===== src/logic/ext_irq_pkg.sv =====
// ext_irq_pkg: constants, types and helpers of the external pin interrupt unit.
// Assumes a 100 MHz system clock and a 32-bit APB register port.
`default_nettype none

package ext_irq_pkg;

	// ---------------------------------------------------------------
	// timing
	// ---------------------------------------------------------------
	localparam int CLK_PERIOD_NS = 10;
	localparam int WDT_PERIOD_NS = 1000;
	localparam int WDT_CYCLES    = WDT_PERIOD_NS / CLK_PERIOD_NS;
	localparam int WDT_CNT_W     = 8;
	localparam int WDT_SAMPLES   = 2;
	localparam int STARTUP_NS_0  = 2000;
	localparam int STARTUP_NS_1  = 4000;
	localparam int STARTUP_NS_2  = 8000;
	localparam int STARTUP_NS_3  = 16000;
	localparam int STARTUP_CYC_0 = (STARTUP_NS_0 + CLK_PERIOD_NS - 1) / CLK_PERIOD_NS;
	localparam int STARTUP_CYC_1 = (STARTUP_NS_1 + CLK_PERIOD_NS - 1) / CLK_PERIOD_NS;
	localparam int STARTUP_CYC_2 = (STARTUP_NS_2 + CLK_PERIOD_NS - 1) / CLK_PERIOD_NS;
	localparam int STARTUP_CYC_3 = (STARTUP_NS_3 + CLK_PERIOD_NS - 1) / CLK_PERIOD_NS;
	localparam int STARTUP_W     = 16;

	// ---------------------------------------------------------------
	// register map and fields
	// ---------------------------------------------------------------
	localparam int         ADDR_W     = 8;
	localparam int         DATA_W     = 32;
	localparam int         NUM_CH     = 2;
	localparam int         SENSE_W    = 2;
	localparam logic [7:0] OFS_SENSE  = 8'h00;
	localparam logic [7:0] OFS_ENABLE = 8'h04;
	localparam logic [7:0] OFS_FLAGS  = 8'h08;
	localparam logic [7:0] OFS_GLOBAL = 8'h0C;
	localparam logic [7:0] OFS_EVSTAT = 8'h10;
	localparam logic [7:0] OFS_EVMASK = 8'h14;
	localparam logic [7:0] OFS_STATE  = 8'h18;
	localparam int         EN_BIT_BASE   = 6;
	localparam int         FLAG_BIT_BASE = 6;
	localparam int         GLOBAL_BIT    = 7;
	localparam int         EV_CH_BASE    = 0;
	localparam int         EV_WAKE       = 2;
	localparam int         EV_WAKE_NOIRQ = 3;
	localparam int         EV_W          = 4;
	localparam int         ST_PIN_BASE   = 0;
	localparam int         ST_IO_RUN     = 2;
	localparam int         ST_WAKE_BUSY  = 3;
	localparam logic [3:0] SENSE_RST     = 4'h0;
	localparam logic [1:0] ENABLE_RST    = 2'h0;
	localparam logic [3:0] EVMASK_RST    = 4'h0;

	typedef enum logic [1:0] {
		SENSE_LOW  = 2'b00,
		SENSE_ANY  = 2'b01,
		SENSE_FALL = 2'b10,
		SENSE_RISE = 2'b11
	} sense_t;

	typedef struct packed {
		sense_t sense;
		logic   enable;
	} chan_cfg_t;

	typedef struct packed {
		logic pin_sync;
		logic pending;
		logic request;
		logic event_hit;
	} chan_stat_t;

	// ---------------------------------------------------------------
	// helpers
	// ---------------------------------------------------------------
	function automatic logic edge_match(input sense_t s, input logic rise, input logic fall);
		case (s)
			SENSE_ANY:  edge_match = rise | fall;
			SENSE_FALL: edge_match = fall;
			SENSE_RISE: edge_match = rise;
			default:    edge_match = 1'b0;
		endcase
	endfunction

	function automatic logic [STARTUP_W-1:0] startup_cycles(input logic [1:0] f);
		case (f)
			2'h0:    startup_cycles = STARTUP_W'(STARTUP_CYC_0);
			2'h1:    startup_cycles = STARTUP_W'(STARTUP_CYC_1);
			2'h2:    startup_cycles = STARTUP_W'(STARTUP_CYC_2);
			default: startup_cycles = STARTUP_W'(STARTUP_CYC_3);
		endcase
	endfunction

endpackage

`default_nettype wire


===== src/logic/ext_irq_channel.sv =====
// ext_irq_channel: one pin channel: synchroniser, edge detector, pending flag.
// Assumes pin_i is asynchronous and cfg_i comes from registers on clk_i.
`timescale 1ns/1ps
`default_nettype none

module ext_irq_channel (
	input  wire logic                   clk_i,
	input  wire logic                   reset_i,
	input  wire logic                   pin_i,
	input  wire ext_irq_pkg::chan_cfg_t cfg_i,
	input  wire logic                   io_clk_run_i,
	input  wire logic                   flag_clr_i,
	output var  ext_irq_pkg::chan_stat_t stat_o
);
	import ext_irq_pkg::*;

	logic sync1_q;
	logic sync2_q;
	logic prev_q;
	logic pending_q;
	logic pending_d;
	wire logic rise;
	wire logic fall;
	wire logic level_mode;
	wire logic hit;

	// ---------------------------------------------------------------
	// synchroniser and edge detection
	// ---------------------------------------------------------------
	always_ff @(posedge clk_i) begin
		sync1_q <= pin_i;
		sync2_q <= sync1_q;
		prev_q  <= sync2_q;
	end

	assign rise       = sync2_q & ~prev_q;
	assign fall       = ~sync2_q & prev_q;
	assign level_mode = (cfg_i.sense == SENSE_LOW);
	// edges only count while the io clock runs
	assign hit        = io_clk_run_i & edge_match(cfg_i.sense, rise, fall);

	// ---------------------------------------------------------------
	// pending flag: set wins over clear, held clear in level mode
	// ---------------------------------------------------------------
	assign pending_d = level_mode ? 1'b0 : (hit ? 1'b1 : (flag_clr_i ? 1'b0 : pending_q));

	always_ff @(posedge clk_i) begin
		if (reset_i) begin
			pending_q <= 1'b0;
		end else begin
			pending_q <= pending_d;
		end
	end

	assign stat_o.pin_sync  = sync2_q;
	assign stat_o.pending   = pending_q;
	assign stat_o.request   = level_mode ? ~sync2_q : pending_q;
	assign stat_o.event_hit = hit | (level_mode & cfg_i.enable & fall);

	// ---------------------------------------------------------------
	// assertions
	// ---------------------------------------------------------------
	property p_level_flag_clear;
		@(posedge clk_i) disable iff (reset_i) level_mode |=> !pending_q;
	endproperty
	a_level_flag_clear: assert property (p_level_flag_clear) else $error("flag set in level mode");

	property p_fall_sets;
		@(posedge clk_i) disable iff (reset_i)
			io_clk_run_i && cfg_i.sense == SENSE_FALL && $fell(sync2_q) && $stable(cfg_i) |=> pending_q;
	endproperty
	a_fall_sets: assert property (p_fall_sets) else $error("falling edge missed");

	property p_sync_lag;
		@(posedge clk_i) disable iff (reset_i) stat_o.pin_sync == $past(pin_i, 2);
	endproperty
	a_sync_lag: assert property (p_sync_lag) else $error("synchroniser depth wrong");

	property p_no_edge_halted;
		@(posedge clk_i) disable iff (reset_i) !io_clk_run_i && !pending_q |=> !pending_q;
	endproperty
	a_no_edge_halted: assert property (p_no_edge_halted) else $error("edge seen with io clock halted");

	property p_level_req;
		@(posedge clk_i) disable iff (reset_i) level_mode && !sync2_q |-> stat_o.request;
	endproperty
	a_level_req: assert property (p_level_req) else $error("low level not requesting");

endmodule

`default_nettype wire


===== src/logic/ext_irq_wake.sv =====
// ext_irq_wake: power-down level wake qualifier on a watchdog-rate sample tick.
// Assumes level_low_i is already synchronised to clk_i.
`timescale 1ns/1ps
`default_nettype none

module ext_irq_wake (
	input  wire logic       clk_i,
	input  wire logic       reset_i,
	input  wire logic       arm_i,
	input  wire logic       level_low_i,
	input  wire logic [1:0] fuses_i,
	output logic            wake_o,
	output logic            irq_ok_o,
	output logic            busy_o
);
	import ext_irq_pkg::*;

	typedef enum logic [1:0] {
		WK_IDLE = 2'b01,
		WK_RUN  = 2'b10
	} wake_state_t;

	wake_state_t              state_q;
	wake_state_t              state_d;
	logic [WDT_CNT_W-1:0]     tick_cnt_q;
	logic [1:0]               hits_q;
	logic [STARTUP_W-1:0]     su_cnt_q;
	wire logic                run;
	wire logic                tick;
	wire logic                qualified;
	wire logic                done;

	assign run       = (state_q == WK_RUN);
	assign tick      = run & (tick_cnt_q == WDT_CNT_W'(WDT_CYCLES - 1));
	assign qualified = (hits_q == 2'(WDT_SAMPLES));
	assign done      = run & (su_cnt_q == '0);

	always_comb begin
		case (state_q)
			WK_IDLE: state_d = (arm_i & level_low_i) ? WK_RUN : WK_IDLE;
			WK_RUN:  state_d = (!arm_i || done) ? WK_IDLE : WK_RUN;
			default: state_d = WK_IDLE;
		endcase
	end

	always_ff @(posedge clk_i) begin
		if (reset_i) begin
			state_q    <= WK_IDLE;
			tick_cnt_q <= '0;
			hits_q     <= '0;
			su_cnt_q   <= '0;
			wake_o     <= 1'b0;
			irq_ok_o   <= 1'b0;
		end else begin
			state_q    <= state_d;
			tick_cnt_q <= (!run || tick) ? '0 : tick_cnt_q + 1'b1;
			if (!run) begin
				hits_q   <= '0;
				su_cnt_q <= startup_cycles(fuses_i);
			end else begin
				su_cnt_q <= su_cnt_q - 1'b1;
				if (tick && !qualified) begin
					hits_q <= level_low_i ? hits_q + 1'b1 : '0;
				end
			end
			wake_o   <= done & arm_i & (qualified | level_low_i);
			irq_ok_o <= done & level_low_i;
		end
	end

	assign busy_o = run;

endmodule

`default_nettype wire


===== src/logic/ext_irq_unit.sv =====
// ext_irq_unit: two-channel external pin interrupt unit with APB registers.
// Assumes an APB master on clk_i, a power manager driving the sleep inputs,
// and the processor acknowledging vectored requests on irq_ack_i.
`timescale 1ns/1ps
`default_nettype none

// Behaviour
// - enabled channels trigger from pin activity even when the pin is an output.
// - each channel triggers on falling edge, rising edge or low level.
// - in level mode the request stays high while the pin stays low.
// - edge detection runs on the io clock; no edges while it is halted.
// - low-level detection works without a clock, waking from deep sleep.
// - io clock stops in every sleep mode but idle, so edges cannot wake.
// - power-down level wake samples the level twice at watchdog rate.
// - wake if both samples show the level or it holds through start-up.
// - start-up length comes from the start-up time fuses.
// - level gone before start-up end still wakes but raises no interrupt.
// - two-bit sense field per channel: low, any, fall, rise; ch1 3:2.
// - pin is synchronised before edge detection; pulses over a clock count.
// - edge events set a pending flag, cleared by vectoring or writing one.
// - requests reach the processor only with channel and global enables set.
module ext_irq_unit (
	input  wire logic                             clk_i,
	input  wire logic                             reset_i,
	input  wire logic [ext_irq_pkg::ADDR_W-1:0]   paddr_i,
	input  wire logic                             psel_i,
	input  wire logic                             penable_i,
	input  wire logic                             pwrite_i,
	input  wire logic [ext_irq_pkg::DATA_W-1:0]   pwdata_i,
	output logic      [ext_irq_pkg::DATA_W-1:0]   prdata_o,
	output logic                                  pready_o,
	output logic                                  pslverr_o,
	input  wire logic                             ext_irq_pin_zero_i,
	input  wire logic                             ext_irq_pin_one_i,
	input  wire logic [ext_irq_pkg::NUM_CH-1:0]   irq_ack_i,
	input  wire logic                             sleep_i,
	input  wire logic                             sleep_idle_i,
	input  wire logic [1:0]                       startup_time_fuses_i,
	output logic      [ext_irq_pkg::NUM_CH-1:0]   irq_req_o,
	output logic                                  level_wake_o,
	output logic                                  wake_o,
	output logic                                  irq_o
);
	import ext_irq_pkg::*;

	// ---------------------------------------------------------------
	// registers and wires
	// ---------------------------------------------------------------
	logic [NUM_CH*SENSE_W-1:0] mcu_control_reg_q;
	logic [NUM_CH-1:0]         general_irq_control_reg_q;
	logic                      cpu_status_reg_q;
	logic [EV_W-1:0]           evmask_q;
	logic [EV_W-1:0]           evstat_q;
	logic [EV_W-1:0]           evstat_d;
	logic [DATA_W-1:0]         prdata_q;
	chan_cfg_t                 ch_cfg    [NUM_CH];
	chan_stat_t                ch_stat   [NUM_CH];
	wire logic [NUM_CH-1:0]    pins;
	wire logic [NUM_CH-1:0]    pend;
	wire logic [NUM_CH-1:0]    pin_sync;
	wire logic [NUM_CH-1:0]    ch_event;
	wire logic [NUM_CH-1:0]    level_sel;
	wire logic [NUM_CH-1:0]    flag_clr;
	wire logic                 setup_ph;
	wire logic                 access_ph;
	wire logic                 wr_en;
	wire logic                 rd_access;
	wire logic                 sel_sense;
	wire logic                 sel_enable;
	wire logic                 sel_flags;
	wire logic                 sel_global;
	wire logic                 sel_evstat;
	wire logic                 sel_evmask;
	wire logic                 sel_state;
	wire logic                 mapped;
	wire logic [DATA_W-1:0]    rd_word;
	wire logic [EV_W-1:0]      ev_set;
	wire logic [EV_W-1:0]      ev_rd_clr;
	wire logic                 io_clk_run;
	wire logic                 deep_sleep;
	wire logic                 level_low_sync;
	wire logic                 wake_pulse;
	wire logic                 wake_irq_ok;
	wire logic                 wake_busy;

	// ---------------------------------------------------------------
	// sleep and clock gating view
	// ---------------------------------------------------------------
	assign io_clk_run = ~sleep_i | sleep_idle_i;
	assign deep_sleep = sleep_i & ~sleep_idle_i;

	// pad levels are observed whatever the pin direction
	assign pins = {ext_irq_pin_one_i, ext_irq_pin_zero_i};

	// ---------------------------------------------------------------
	// channels
	// ---------------------------------------------------------------
	genvar gi;
	generate
		for (gi = 0; gi < NUM_CH; gi++) begin : g_ch
			assign ch_cfg[gi].sense  = sense_t'(mcu_control_reg_q[gi*SENSE_W +: SENSE_W]);
			assign ch_cfg[gi].enable = general_irq_control_reg_q[gi];
			assign flag_clr[gi]      = irq_ack_i[gi] | (wr_en & sel_flags & pwdata_i[FLAG_BIT_BASE + gi]);
			assign pend[gi]          = ch_stat[gi].pending;
			assign pin_sync[gi]      = ch_stat[gi].pin_sync;
			assign ch_event[gi]      = ch_stat[gi].event_hit;
			assign level_sel[gi]     = ch_cfg[gi].enable & (ch_cfg[gi].sense == SENSE_LOW);
			assign irq_req_o[gi]     = ch_stat[gi].request & ch_cfg[gi].enable & cpu_status_reg_q;

			ext_irq_channel u_ch (
				.clk_i        (clk_i),
				.reset_i      (reset_i),
				.pin_i        (pins[gi]),
				.cfg_i        (ch_cfg[gi]),
				.io_clk_run_i (io_clk_run),
				.flag_clr_i   (flag_clr[gi]),
				.stat_o       (ch_stat[gi])
			);
		end
	endgenerate

	// clockless low-level path toward the power manager
	assign level_wake_o   = |(level_sel & ~pins);
	assign level_low_sync = |(level_sel & ~pin_sync);

	// ---------------------------------------------------------------
	// power-down wake qualification
	// ---------------------------------------------------------------
	ext_irq_wake u_wake (
		.clk_i       (clk_i),
		.reset_i     (reset_i),
		.arm_i       (deep_sleep),
		.level_low_i (level_low_sync),
		.fuses_i     (startup_time_fuses_i),
		.wake_o      (wake_pulse),
		.irq_ok_o    (wake_irq_ok),
		.busy_o      (wake_busy)
	);

	assign wake_o = wake_pulse;

	// ---------------------------------------------------------------
	// apb decode
	// ---------------------------------------------------------------
	assign setup_ph   = psel_i & ~penable_i;
	assign access_ph  = psel_i & penable_i;
	assign wr_en      = access_ph & pwrite_i;
	assign rd_access  = access_ph & ~pwrite_i;
	assign sel_sense  = (paddr_i == OFS_SENSE);
	assign sel_enable = (paddr_i == OFS_ENABLE);
	assign sel_flags  = (paddr_i == OFS_FLAGS);
	assign sel_global = (paddr_i == OFS_GLOBAL);
	assign sel_evstat = (paddr_i == OFS_EVSTAT);
	assign sel_evmask = (paddr_i == OFS_EVMASK);
	assign sel_state  = (paddr_i == OFS_STATE);
	assign mapped     = sel_sense | sel_enable | sel_flags | sel_global | sel_evstat | sel_evmask | sel_state;

	assign rd_word = sel_sense  ? DATA_W'(mcu_control_reg_q) :
	                 sel_enable ? DATA_W'(general_irq_control_reg_q) << EN_BIT_BASE :
	                 sel_flags  ? DATA_W'(pend) << FLAG_BIT_BASE :
	                 sel_global ? DATA_W'(cpu_status_reg_q) << GLOBAL_BIT :
	                 sel_evstat ? DATA_W'(evstat_q) :
	                 sel_evmask ? DATA_W'(evmask_q) :
	                 sel_state  ? (DATA_W'(pin_sync) << ST_PIN_BASE) | (DATA_W'(io_clk_run) << ST_IO_RUN) |
	                              (DATA_W'(wake_busy) << ST_WAKE_BUSY) :
	                 '0;

	assign pready_o  = 1'b1;
	assign pslverr_o = access_ph & ~mapped;
	assign prdata_o  = prdata_q;

	// ---------------------------------------------------------------
	// event status: read clears only what the read reported
	// ---------------------------------------------------------------
	assign ev_set    = {wake_pulse & ~wake_irq_ok, wake_pulse, ch_event};
	assign ev_rd_clr = (rd_access & sel_evstat) ? prdata_q[EV_W-1:0] : '0;
	assign evstat_d  = (evstat_q & ~ev_rd_clr) | ev_set;
	assign irq_o     = |(evstat_q & evmask_q);

	// ---------------------------------------------------------------
	// register file
	// ---------------------------------------------------------------
	always_ff @(posedge clk_i) begin
		if (reset_i) begin
			mcu_control_reg_q         <= SENSE_RST;
			general_irq_control_reg_q <= ENABLE_RST;
			cpu_status_reg_q          <= 1'b0;
			evmask_q                  <= EVMASK_RST;
			evstat_q                  <= '0;
			prdata_q                  <= '0;
		end else begin
			evstat_q <= evstat_d;
			if (setup_ph && !pwrite_i) begin
				prdata_q <= rd_word;
			end
			if (wr_en && sel_sense) begin
				mcu_control_reg_q <= pwdata_i[NUM_CH*SENSE_W-1:0];
			end
			if (wr_en && sel_enable) begin
				general_irq_control_reg_q <= pwdata_i[EN_BIT_BASE +: NUM_CH];
			end
			if (wr_en && sel_global) begin
				cpu_status_reg_q <= pwdata_i[GLOBAL_BIT];
			end
			if (wr_en && sel_evmask) begin
				evmask_q <= pwdata_i[EV_W-1:0];
			end
		end
	end

	// ---------------------------------------------------------------
	// assertions
	// ---------------------------------------------------------------
	property p_req_gate;
		@(posedge clk_i) disable iff (reset_i)
			|irq_req_o |-> cpu_status_reg_q && ((irq_req_o & ~general_irq_control_reg_q) == '0);
	endproperty
	a_req_gate: assert property (p_req_gate) else $error("request passed a disabled gate");

	property p_ack_clears;
		@(posedge clk_i) disable iff (reset_i)
			irq_ack_i[0] && !ch_event[0] |=> !pend[0];
	endproperty
	a_ack_clears: assert property (p_ack_clears) else $error("ack did not clear flag");

	property p_w1c_flag;
		@(posedge clk_i) disable iff (reset_i)
			wr_en && sel_flags && pwdata_i[FLAG_BIT_BASE] && !ch_event[0] |=> !pend[0];
	endproperty
	a_w1c_flag: assert property (p_w1c_flag) else $error("write one did not clear flag");

	property p_wake_noirq;
		@(posedge clk_i) disable iff (reset_i)
			wake_pulse && !wake_irq_ok |=> evstat_q[EV_WAKE_NOIRQ] && evstat_q[EV_WAKE];
	endproperty
	a_wake_noirq: assert property (p_wake_noirq) else $error("silent wake not reported");

	property p_wake_needs_deep;
		@(posedge clk_i) disable iff (reset_i)
			$rose(wake_busy) |-> $past(deep_sleep) && $past(level_low_sync);
	endproperty
	a_wake_needs_deep: assert property (p_wake_needs_deep) else $error("wake armed outside deep sleep");

	property p_level_req_ch1;
		@(posedge clk_i) disable iff (reset_i)
			level_sel[1] && cpu_status_reg_q && !pin_sync[1] |-> irq_req_o[1];
	endproperty
	a_level_req_ch1: assert property (p_level_req_ch1) else $error("level request dropped");

	// ---------------------------------------------------------------
	// sleep, wake and event status checks
	// ---------------------------------------------------------------
	property p_idle_runs;
		@(posedge clk_i) disable iff (reset_i)
			sleep_i && sleep_idle_i |-> io_clk_run;
	endproperty
	a_idle_runs: assert property (p_idle_runs) else $error("io clock halted in idle");

	property p_deep_halts;
		@(posedge clk_i) disable iff (reset_i)
			deep_sleep |-> !io_clk_run;
	endproperty
	a_deep_halts: assert property (p_deep_halts) else $error("io clock running in deep sleep");

	property p_level_wake_pin;
		@(posedge clk_i) disable iff (reset_i)
			level_sel[1] && !pins[1] |-> level_wake_o;
	endproperty
	a_level_wake_pin: assert property (p_level_wake_pin) else $error("low level gives no wake");

	// a wake is a single-cycle pulse
	property p_wake_single;
		@(posedge clk_i) disable iff (reset_i)
			wake_pulse |=> !wake_pulse;
	endproperty
	a_wake_single: assert property (p_wake_single) else $error("wake pulse too long");

	// event bits stay until a read reports them
	property p_wake_sticky;
		@(posedge clk_i) disable iff (reset_i)
			evstat_q[EV_WAKE] && !(rd_access && sel_evstat) |=> evstat_q[EV_WAKE];
	endproperty
	a_wake_sticky: assert property (p_wake_sticky) else $error("wake event lost");

	property p_flag_event;
		@(posedge clk_i) disable iff (reset_i)
			$rose(pend[0]) |-> evstat_q[EV_CH_BASE];
	endproperty
	a_flag_event: assert property (p_flag_event) else $error("flag set without event");

	property p_level_event;
		@(posedge clk_i) disable iff (reset_i)
			level_sel[1] && $fell(pin_sync[1]) |=> evstat_q[EV_CH_BASE + 1];
	endproperty
	a_level_event: assert property (p_level_event) else $error("level event missed");

	// main scenarios; the bench reaches all but c_edge_req, as ch1 stays in level mode
	c_idle_edge: cover property (@(posedge clk_i) disable iff (reset_i) sleep_idle_i && $rose(pend[0]));
	c_edge_req: cover property (@(posedge clk_i) disable iff (reset_i) $rose(pend[1]) ##1 irq_req_o[1]);
	c_wake_irq: cover property (@(posedge clk_i) disable iff (reset_i) wake_pulse && wake_irq_ok);
	c_wake_silent: cover property (@(posedge clk_i) disable iff (reset_i) wake_pulse && !wake_irq_ok);
	c_irq_out: cover property (@(posedge clk_i) disable iff (reset_i) $rose(irq_o));

endmodule

`default_nettype wire


===== config.mk =====
export PLATFORM = sky130hd
export DESIGN_NAME = ext_irq_unit
export DESIGN_NICKNAME = d
export VERILOG_FILES = /design/src/logic/ext_irq_pkg.sv /design/src/logic/ext_irq_channel.sv /design/src/logic/ext_irq_wake.sv /design/src/logic/ext_irq_unit.sv
export SDC_FILE = /design/constraint.sdc
export NUM_CORES = 1
export LEC_CHECK = 0
export BUFFER_PORTS_ARGS = -buffer_cell sky130_fd_sc_hd__buf_2
export CORE_MARGIN = 2
export CORE_UTILIZATION = 47
export DETAILED_ROUTE_END_ITERATION = 10
export PLACE_DENSITY_LB_ADDON = 0.15
export SKIP_CTS_REPAIR_TIMING = 1
export SYNTH_ARGS = -nofsm -noshare
export SYNTH_HDL_FRONTEND = slang
export SYNTH_SLANG_ARGS = --single-unit

===== constraint.sdc =====
create_clock -name clk_i -period 1.85 [get_ports clk_i]
set_clock_uncertainty 0.2 [all_clocks]
set_input_delay 0.37 -clock clk_i [delete_from_list [all_inputs] [get_ports clk_i]]
set_output_delay 0.37 -clock clk_i [all_outputs]
set_load 0.02 [all_outputs]

==> results of run 1 <==
-- path summary, 6_finish.rpt --
kind                          end  slack, ns
min reg2reg  g_ch[0].u_ch.sync2_q       0.13
max             u_wake.state_q[1]      -0.21
max reg2reg     u_wake.state_q[1]      -0.21
min                   evmask_q[0]        0.1
-- worst max-delay path, stage by stage, from the launching register on --
cell	delay, ns
dfxtp_2	0.33
inv_2	0.06
ha_4	0.12
or4bb_1	0.46
or4b_4	0.54
a22oi_2	0.18
nor4_2	0.05
-- where the power goes --
group	internal [mW]	switching, mW	total, mW	leakage [nW]
Combinational	0.149	0.205	0.354	1.19
Sequential	1.29	0.0162	1.31	0.482
Clock	0.728	0.522	1.25	0.108
-- cell usage after synthesis, types with 8 or more instances --
master	instances	area (sq um)
dfxtp_1	59	1180
nor2_1	48	180
buf_4	27	203
mux2i_1	18	180
inv_1	17	63.8
nand2_1	17	63.8
ha_1	15	188
o21ai_0	14	70.1
a211oi_1	12	90.1
a21oi_1	11	55.1
xnor2_1	11	96.3
clkbuf_1	10	37.5
nor3_1	9	45.0
nand2b_1	8	50.1
nand3_1	8	40.0
or3_1	8	50.1
-- flip-flops by register name, summed over array words and instances, names as in the netlist, 4 cells and up --
signal / flops
u_wake.tick_cnt_q: 8
mcu_control_reg_q: 4
prdata_o: 6
evstat_q: 4
evmask_q: 4
u_wake.su_cnt_q: 16
-- cells by family (layout without fill, tap and decap cells) --
family	Yosys count	count (layout)	share of synthesized area
AND/OR/NAND/NOR	137	137	0.231
flip-flops	59	59	0.371
buffers and inverters	57	122	0.0994
multiplexers	19	19	0.0601
adder cells (fa/ha/maj)	15	15	0.0590
XOR/XNOR	13	13	0.0358
AO/OA/AOI/OAI	66	66	0.141
other	2	27	0.00236
-- stage by stage --
| stage | setup slack [ns] | hold slack [ns] | setup TNS (ns) | instance area (sq um) |
|---|---|---|---|---|
| after global routing | -0.258 | 0.106 | -1.39 | 4150 |
| final | -0.211 | 0.0957 | -0.885 | 4150 |
| after CTS | -0.231 | -0.0741 | -2.60 | 3860 |
| after detailed placement | -0.202 | 0.116 | -1.87 | 3650 |
| after floorplan | -0.186 | 0.110 | -0.368 | 3290 |
| after global placement | -0.168 | 0.111 | -1.54 | 3650 |
-- area by class of cell --
class,instances,area (sq um),share of cell area
Sequential cell,59,1190,0.287
Inverter,17,63.8,0.0154
Multi-Input combinational cell,277,1970,0.475
Timing Repair Buffer,89,614,0.148
Clock buffer,12,165,0.0398
Clock inverter,4,47.5,0.0115
Tap cell,77,96.3,0.0232
-- per-layer routing --
layer | wire length, um | vias up | track usage | share of wire
met3 | 386 | 10 | 0.0495 | 0.052
met4 | 97 | 0 | 0.0554 | 0.013
met5 | 0 | - | 0 | 0
li1 | - | 1419 | - | -
met2 | 3450 | 75 | 0.311 | 0.46
met1 | 3560 | 1307 | 0.278 | 0.48
==> reports/metrics.csv, run 1 <==
metric,value,unit
status,"finished, violations left",
violations,negative setup slack,
cts.clk_slew.worst_paths,0.07,ns
cp-end-kind,register,
antenna_found_initial,0,
place_congestion,0.825,
fin_crit,2.06,ns
dp_hpwl,5.23,mm
cts-root-buf,clkbuf_8,
synth_edf_count,0,
layout.nets,521,
arrival,2.08,ns
setup_viol,9,
crit_path_max_fanout,4,
slew_violations,0,
final_antenna_net_count,0,
ioPinCount,92,
yosysWarnings,0,
hold-path-cell-count,3,
hold_path.class,in -> reg,
clockBufferDepth,2,
ir_drop,0.000435,V
p_leak,1.78,nW
cp-start-kind,register,
vias,2811,
min_from,pwdata_i[0],
timing.final.crit_share,1.11,
setup_ws,-0.211,ns
drt-total-wl,7.49,mm
port_buffers,38,
fin_util,0.642,
vias_per_cell,5.25,
worst_ep_required_time,1.87,ns
wl_per_cell,14.0,um
syn_area,3180,sq um
r2r-start,u_wake.state_q[0],
seq_area_frac_synth,0.371,
drive_gt1_frac,0.319,
insertion_delay,0.34,ns
rsz0062_at_grt,true,
instances_no_fill,535,
fillCellCount,560,
diodes,0,
synth_cell_type_count,55,
synthCells,368,
area_growth,30.2,%
ys_ff_latch,59,
drc_errors,0,
final_hold_viol_count,0,
dr.pass1.iters,5,
core-area,6460,sq um
die_area,7450,sq um
synthFlopType,dfxtp_1,
cts_made_buffers,9,
grt_max_degree,22,
avgSynthCellArea,8.65,sq um
rows,29,
clock-sinks,59,
grt_pass1_vias,2561,
async_flop_share,0,
fp.dieH,86.3,um
grt_overflow,0,
layout_common_cells,"dfxtp_1, nor2_1, buf_4",
placed_cells,512,
crit_type,reg -> reg,
p_per_area,702,nW/um^2
timing.fmax,485,MHz
drv_cap,0,
drt_iter0_drc,82,
cts_tree,built,
crit_start,u_wake.state_q[0],
grt_use_total,0.200,
grt_pass1_wl,11.8,mm
p_total,2.91,mW
final_common_cell,dfxtp_1,
initial_core_util,0.493,
die_x,86.3,um
r2r_cells,6,
cts_htree_levels,3,
No activity file was read; power rests on OpenSTA's default activity.
==> run 2, diff against run 1 <==
--- a/config.mk
+++ b/config.mk
@@ -9,6 +9,7 @@
 export CORE_MARGIN = 2
 export CORE_UTILIZATION = 47
 export DETAILED_ROUTE_END_ITERATION = 10
+export MAX_ROUTING_LAYER = met4
 export PLACE_DENSITY_LB_ADDON = 0.15
 export SKIP_CTS_REPAIR_TIMING = 1
 export SYNTH_ARGS = -nofsm -noshare
==> run 2 against run 1 <==
Effect of this change: the flow still finishes with violations (negative setup slack); clock power about the same; routed wire length up 0.92%; power about the same; sequential share of layout area unchanged; cell count unchanged; highest routed layer unchanged; final area unchanged.
==> reports/metrics.csv, run 2 (same netlist as run 1, synthesis figures left out) <==
metric,value,unit,change
final_hold_viol_count,0,,unchanged
min_to,evmask_q[0],,
fin_setup_tns,-0.893,ns,-0.00882 ns
drv_cap,0,,unchanged
cts.clk_slew.worst_paths,0.07,ns,about the same
core-area,6460,sq um,unchanged
multiInputGateArea,1970,sq um,unchanged
hold_path.class,in -> reg,,
busiest_layer,met2,,
cp-end-kind,register,,
fillCellCount,560,,unchanged
dp_hpwl,5.23,mm,unchanged
grt_max_degree,22,,unchanged
port_buffers,38,,unchanged
p_per_area,702,nW/um^2,about the same
fp.dieH,86.3,um,unchanged
slew_violations,0,,unchanged
hold-path-cell-count,3,,unchanged
drt-total-wl,7.56,mm,+0.92%
grt_overflow,0,,unchanged
ir_drop,0.000433,V,-0.26%
regMostFlops,u_wake.su_cnt_q,,
timing.final.crit_share,1.11,,about the same
diodes,0,,unchanged
die_area,7450,sq um,unchanged
grt_pass1_wl,11.8,mm,unchanged
use_met2,0.311,,unchanged
r2r-end,u_wake.state_q[1],,
p_leak,1.78,nW,unchanged
crit_path_max_fanout,4,,unchanged
cts_tree,built,,
grt_pass1_vias,2557,,-0.16%
clockBufferDepth,2,,unchanged
r2r_cells,6,,unchanged
cp-start-kind,register,,
setup_ws,-0.211,ns,-0.0000790 ns
drive_gt1_frac,0.319,,unchanged
place_congestion,0.837,,+1.5%
vias_per_cell,5.27,,+0.32%
final_common_cell,dfxtp_1,,
arrival,2.08,ns,about the same
initial_core_util,0.493,,unchanged
worst_ep_required_time,1.87,ns,about the same
seq_area,1190,sq um,unchanged
drt_iter0_drc,87,,+6.1%
ioPinCount,92,,unchanged
reg2reg_slack,-0.21,ns,about the same
r2r-start,u_wake.state_q[0],,
die_x,86.3,um,unchanged
antenna_found_initial,0,,unchanged
layout.nets,521,,unchanged
insertion_delay,0.34,ns,about the same
min_from,pwdata_i[0],,
rows,29,,unchanged
final_antenna_net_count,0,,unchanged
met3_usage,0.0495,,unchanged
grt.met1_usage,0.278,,+0.000596
wl_per_cell,14.1,um,+0.92%
fin_crit,2.06,ns,+0.0000790 ns
largest_register_ffs,16,,unchanged
drc_errors,0,,unchanged
grt_use_total,0.206,,+0.00610
preCtsSetupSlack,-0.202,ns,unchanged
setup_viol,9,,unchanged
p_total,2.91,mW,about the same
cts_htree_levels,3,,unchanged
crit_type,reg -> reg,,
cts_made_buffers,9,,unchanged
timing.fmax,485,MHz,about the same
placed_cells,512,,unchanged
area_growth,30.2,%,unchanged
status,"finished, violations left",,
fin_util,0.642,,unchanged
clock-sinks,59,,unchanged
layout_common_cells,"dfxtp_1, nor2_1, buf_4",,
instances_no_fill,535,,unchanged
rsz0062_at_grt,true,,
dr.pass1.iters,4,,-1
vias,2820,,+0.32%
violations,negative setup slack,,
cts-root-buf,clkbuf_8,,
-- run 2: critical path, stage by stage (launching register included) --
cell and delay, ns:
dfxtp_2 0.33, inv_2 0.06, ha_4 0.12, or4bb_1 0.46
or4b_4 0.54, a22oi_2 0.18, nor4_2 0.05
-- run 2: per-layer routing --
metal	up-vias	part of all wire
li1	1419	-
met1	1321	0.47
met2	70	0.46
met3	10	0.050
met4	0	0.013
met5	-	0
-- run 2: metrics by stage --
step | area, sq um | hold WS [ns]
final | 4150 | 0.0956
after global routing | 4150 | 0.106
after CTS | 3860 | -0.0741
after detailed placement | 3650 | 0.116
after global placement | 3650 | 0.111
after floorplan | 3290 | 0.110
-- run 2: report_power, final --
part	leakage [nW]	internal [mW]	switching [mW]	total [mW]
clock	0.108	0.728	0.520	1.25
sequential	0.482	1.29	0.0167	1.31
combinational	1.19	0.149	0.205	0.354
total	1.78	2.17	0.742	2.91
-- run 2: worst max path at each step --
stage	endpoint	cells after the start	from	slack, ns
after global routing	u_wake.state_q[1]	6	u_wake.state_q[0]	-0.26
after floorplan	u_wake.state_q[1]	5	u_wake.su_cnt_q[6]	-0.19
after detailed placement	pslverr_o	5	paddr_i[1]	-0.20
after CTS	level_wake_o	3	general_irq_control_reg_q[1]	-0.23
final	u_wake.state_q[1]	6	u_wake.state_q[0]	-0.21
after global placement	pslverr_o	5	paddr_i[1]	-0.17
-- run 2: area by class of cell --
cell class / instances / area share
Clock buffer: 12 / 0.0398
Clock inverter: 4 / 0.0115
Inverter: 17 / 0.0154
Multi-Input combinational cell: 277 / 0.475
Sequential cell: 59 / 0.287
Tap cell: 77 / 0.0232
Timing Repair Buffer: 89 / 0.148
==> run 3, diff against run 2 <==
--- a/config.mk
+++ b/config.mk
@@ -5,12 +5,14 @@
 export SDC_FILE = /design/constraint.sdc
 export NUM_CORES = 1
 export LEC_CHECK = 0
+export ABC_AREA = 1
 export BUFFER_PORTS_ARGS = -buffer_cell sky130_fd_sc_hd__buf_2
 export CORE_MARGIN = 2
-export CORE_UTILIZATION = 47
+export CORE_UTILIZATION = 48
 export DETAILED_ROUTE_END_ITERATION = 10
 export MAX_ROUTING_LAYER = met4
 export PLACE_DENSITY_LB_ADDON = 0.15
+export RECOVER_POWER = 25
 export SKIP_CTS_REPAIR_TIMING = 1
 export SYNTH_ARGS = -nofsm -noshare
 export SYNTH_HDL_FRONTEND = slang
==> run 3 against run 2 <==
Effect of this change: the run still ends with negative setup slack left; via count rose by 5.3%; cell count rose by 14%; critical path type is now reg -> out; sequential cell count did not move.
==> reports/metrics.csv, run 3 <==
metric,value,unit,change
core-area,6760,sq um,+4.6%
final_hold_viol_count,0,,unchanged
final_antenna_net_count,0,,unchanged
synth_commonest_cells,"nand2_1, dfxtp_1, inv_1",,
endpoint,irq_req_o[1],,
cts-root-buf,clkbuf_8,,
met1_length,3.60,mm,+0.50%
worstMarginPinSlew,0.526,ns,
relSlewSlack,0.648,,
drive_gt1_frac,0.186,,-0.132
synth_largest_area_cell,dfxtp_1,,
synth_cell_type_count,35,,-36%
arrival,1.29,ns,-0.79 ns
setup_ws,-0.00677,ns,+0.204 ns
p_leak,1.78,nW,+0.13%
crit_path_max_fanout,3,,-1
timing.fmax,539,MHz,+11%
grt_overflow,0,,unchanged
insertion_delay,0.34,ns,about the same
vias,2970,,+5.3%
diodes,0,,unchanged
slew_violations,0,,unchanged
crit_start,mcu_control_reg_q[3],,
dr_wl_met3,307,um,-19%
synthFlopType,dfxtp_1,,
initial_core_util,0.493,,about the same
hold_path.class,in -> reg,,
largest_register_ffs,16,,unchanged
ys_ff_latch,59,,unchanged
drt_iter0_drc,160,,+84%
clock-sinks,59,,unchanged
ioPinCount,92,,unchanged
fp.dieH,87.3,um,+1.2%
die_x,87.3,um,+1.2%
crit_type,reg -> out,,
dp_hpwl,5.65,mm,+8.0%
grt_pass1_wl,12.0,mm,+1.5%
reg2reg_slack,0.19,ns,+0.40 ns
wl_per_cell,12.2,um,-14%
dr.pass1.iters,4,,unchanged
setup_viol,1,,-8
die_area,7620,sq um,+2.3%
cts.clk_slew.worst_paths,0.07,ns,about the same
avgSynthCellArea,7.01,sq um,-19%
timing.final.crit_share,1.00,,-0.110
drv_cap,0,,unchanged
antenna_found_initial,0,,unchanged
place_congestion,0.884,,+5.6%
hold_slack,0.0931,ns,-0.00246 ns
violations,negative setup slack,,
synth.most_common_cell,nand2_1,,
syn_area,3330,sq um,+4.6%
status,"finished, violations left",,
layout_common_cells,"nand2_1, nor2_1, inv_1",,
drc_errors,0,,unchanged
port_buffers,38,,unchanged
cts_made_buffers,9,,unchanged
grt_use_total,0.208,,+0.00237
cp-start-kind,register,,
p_per_area,751,nW/um^2,+7.0%
cts_htree_levels,3,,unchanged
grt_pass1_vias,2638,,+3.2%
seq_area_frac_synth,0.355,,-0.0164
r2r-end,u_wake.hits_q[0],,
r2r_cells,6,,unchanged
rsz0062_at_grt,true,,
clockBufferDepth,2,,unchanged
synth_edf_count,0,,unchanged
cts_tree,built,,
yosys.area.top_type_share,0.355,,-0.0164
layout.nets,594,,+14%
rows,30,,+3.4%
regMostFlops,u_wake.su_cnt_q,,
vias_per_cell,4.86,,-7.8%
p_total,2.86,mW,-1.7%
synth.area.top_cells,"dfxtp_1, nand2_1, inv_1, nor2_1, buf_4",,
worst_ep_required_time,1.28,ns,-0.59 ns
r2r-start,u_wake.tick_cnt_q[0],,
dr_wl_met2,3.40,mm,-2.9%
synthCells,475,,+29%
final_common_cell,nand2_1,,
ir_drop,0.000479,V,+11%
async_flop_share,0,,unchanged
fin_crit,1.86,ns,-0.204 ns
area_growth,14.3,%,
yosysWarnings,0,,unchanged
top_layer,met4,,
cp-end-kind,primary output,,
drt-total-wl,7.43,mm,-1.7%
grt_max_degree,13,,-41%
## run 3: changes by cell type in the layout (fill, tap and decap cells not counted), moves of 14 or more
cell,change
nand2_1,+68
inv_1,+41
buf_4,-35
nand3_1,+27
a21oi_1,+25
mux2i_1,-18
nor2_1,+14
## run 3: critical path, stage by stage (launching register included)
cell	delay, ns
dfxtp_4	0.36
nor2_4	0.12
nand2_2	0.07
inv_2	0.06
nand2_2	0.06
a21oi_2	0.13
buf_4	0.15
## run 3: worst min-delay path by stage
stage | cells after the start | slack, ns | from | end
final | 3 | 0.09 | pwdata_i[6] | general_irq_control_reg_q[0]
after global routing | 3 | 0.12 | pwdata_i[6] | general_irq_control_reg_q[0]
after CTS | 1 | -0.06 | ext_irq_pin_zero_i | g_ch[0].u_ch.sync1_q
after detailed placement | 0 | 0.11 | g_ch[1].u_ch.sync1_q | g_ch[1].u_ch.sync2_q
after global placement | 0 | 0.11 | g_ch[1].u_ch.sync1_q | g_ch[1].u_ch.sync2_q
after floorplan | 0 | 0.11 | g_ch[0].u_ch.sync1_q | g_ch[0].u_ch.sync2_q
## run 3: layout make-up
cell class,count,area (sq um)
tap,80,100
timing repair buffer,47,269
inverter,63,236
multi-input combinational,346,1800
fill,663,2950
sequential,59,1190
clock inverter,4,47.5
clock buffer,12,165
## run 3: metal layers
layer	global-route usage	vias to the layer above
met5	-	-
met1	0.268	1322
met2	0.320	61
met4	0.0867	0
li1	-	1578
met3	0.0408	9
## run 3: stage by stage
stage | setup TNS (ns) | cells | instance area (sq um) | util | setup WS, ns
finish | -0.00677 | 611 | 3810 | 0.564 | -0.00677
global route | -0.209 | 611 | 3810 | 0.564 | -0.0744
CTS | -0.346 | 608 | 3750 | 0.556 | -0.172
detailed placement | 0 | 592 | 3540 | 0.524 | 0.0758
global placement | 0 | 592 | 3540 | 0.524 | 0.0865
floorplan | 0 | 500 | 3430 | - | 0.180
## run 3: power by group
group | total (mW) | switching (mW) | internal, mW | leakage, nW
Clock | 1.26 | 0.533 | 0.728 | 0.108
Combinational | 0.290 | 0.202 | 0.0885 | 1.19
Sequential | 1.31 | 0.0194 | 1.29 | 0.482
## run 3: cell families (layout without fill, tap and decap cells)
group                      Yosys count  in the layout  share of synthesized area
and+or+nand+nor                    233            233                      0.335
buffers and inverters               95            126                      0.139
AOI/OAI and AO/OA                   67             67                      0.103
DFF                                 59             59                      0.355
adders and majority gates           15             15                     0.0563
xor gates and xnor gates             4              4                     0.0105
other                                2             27                    0.00225
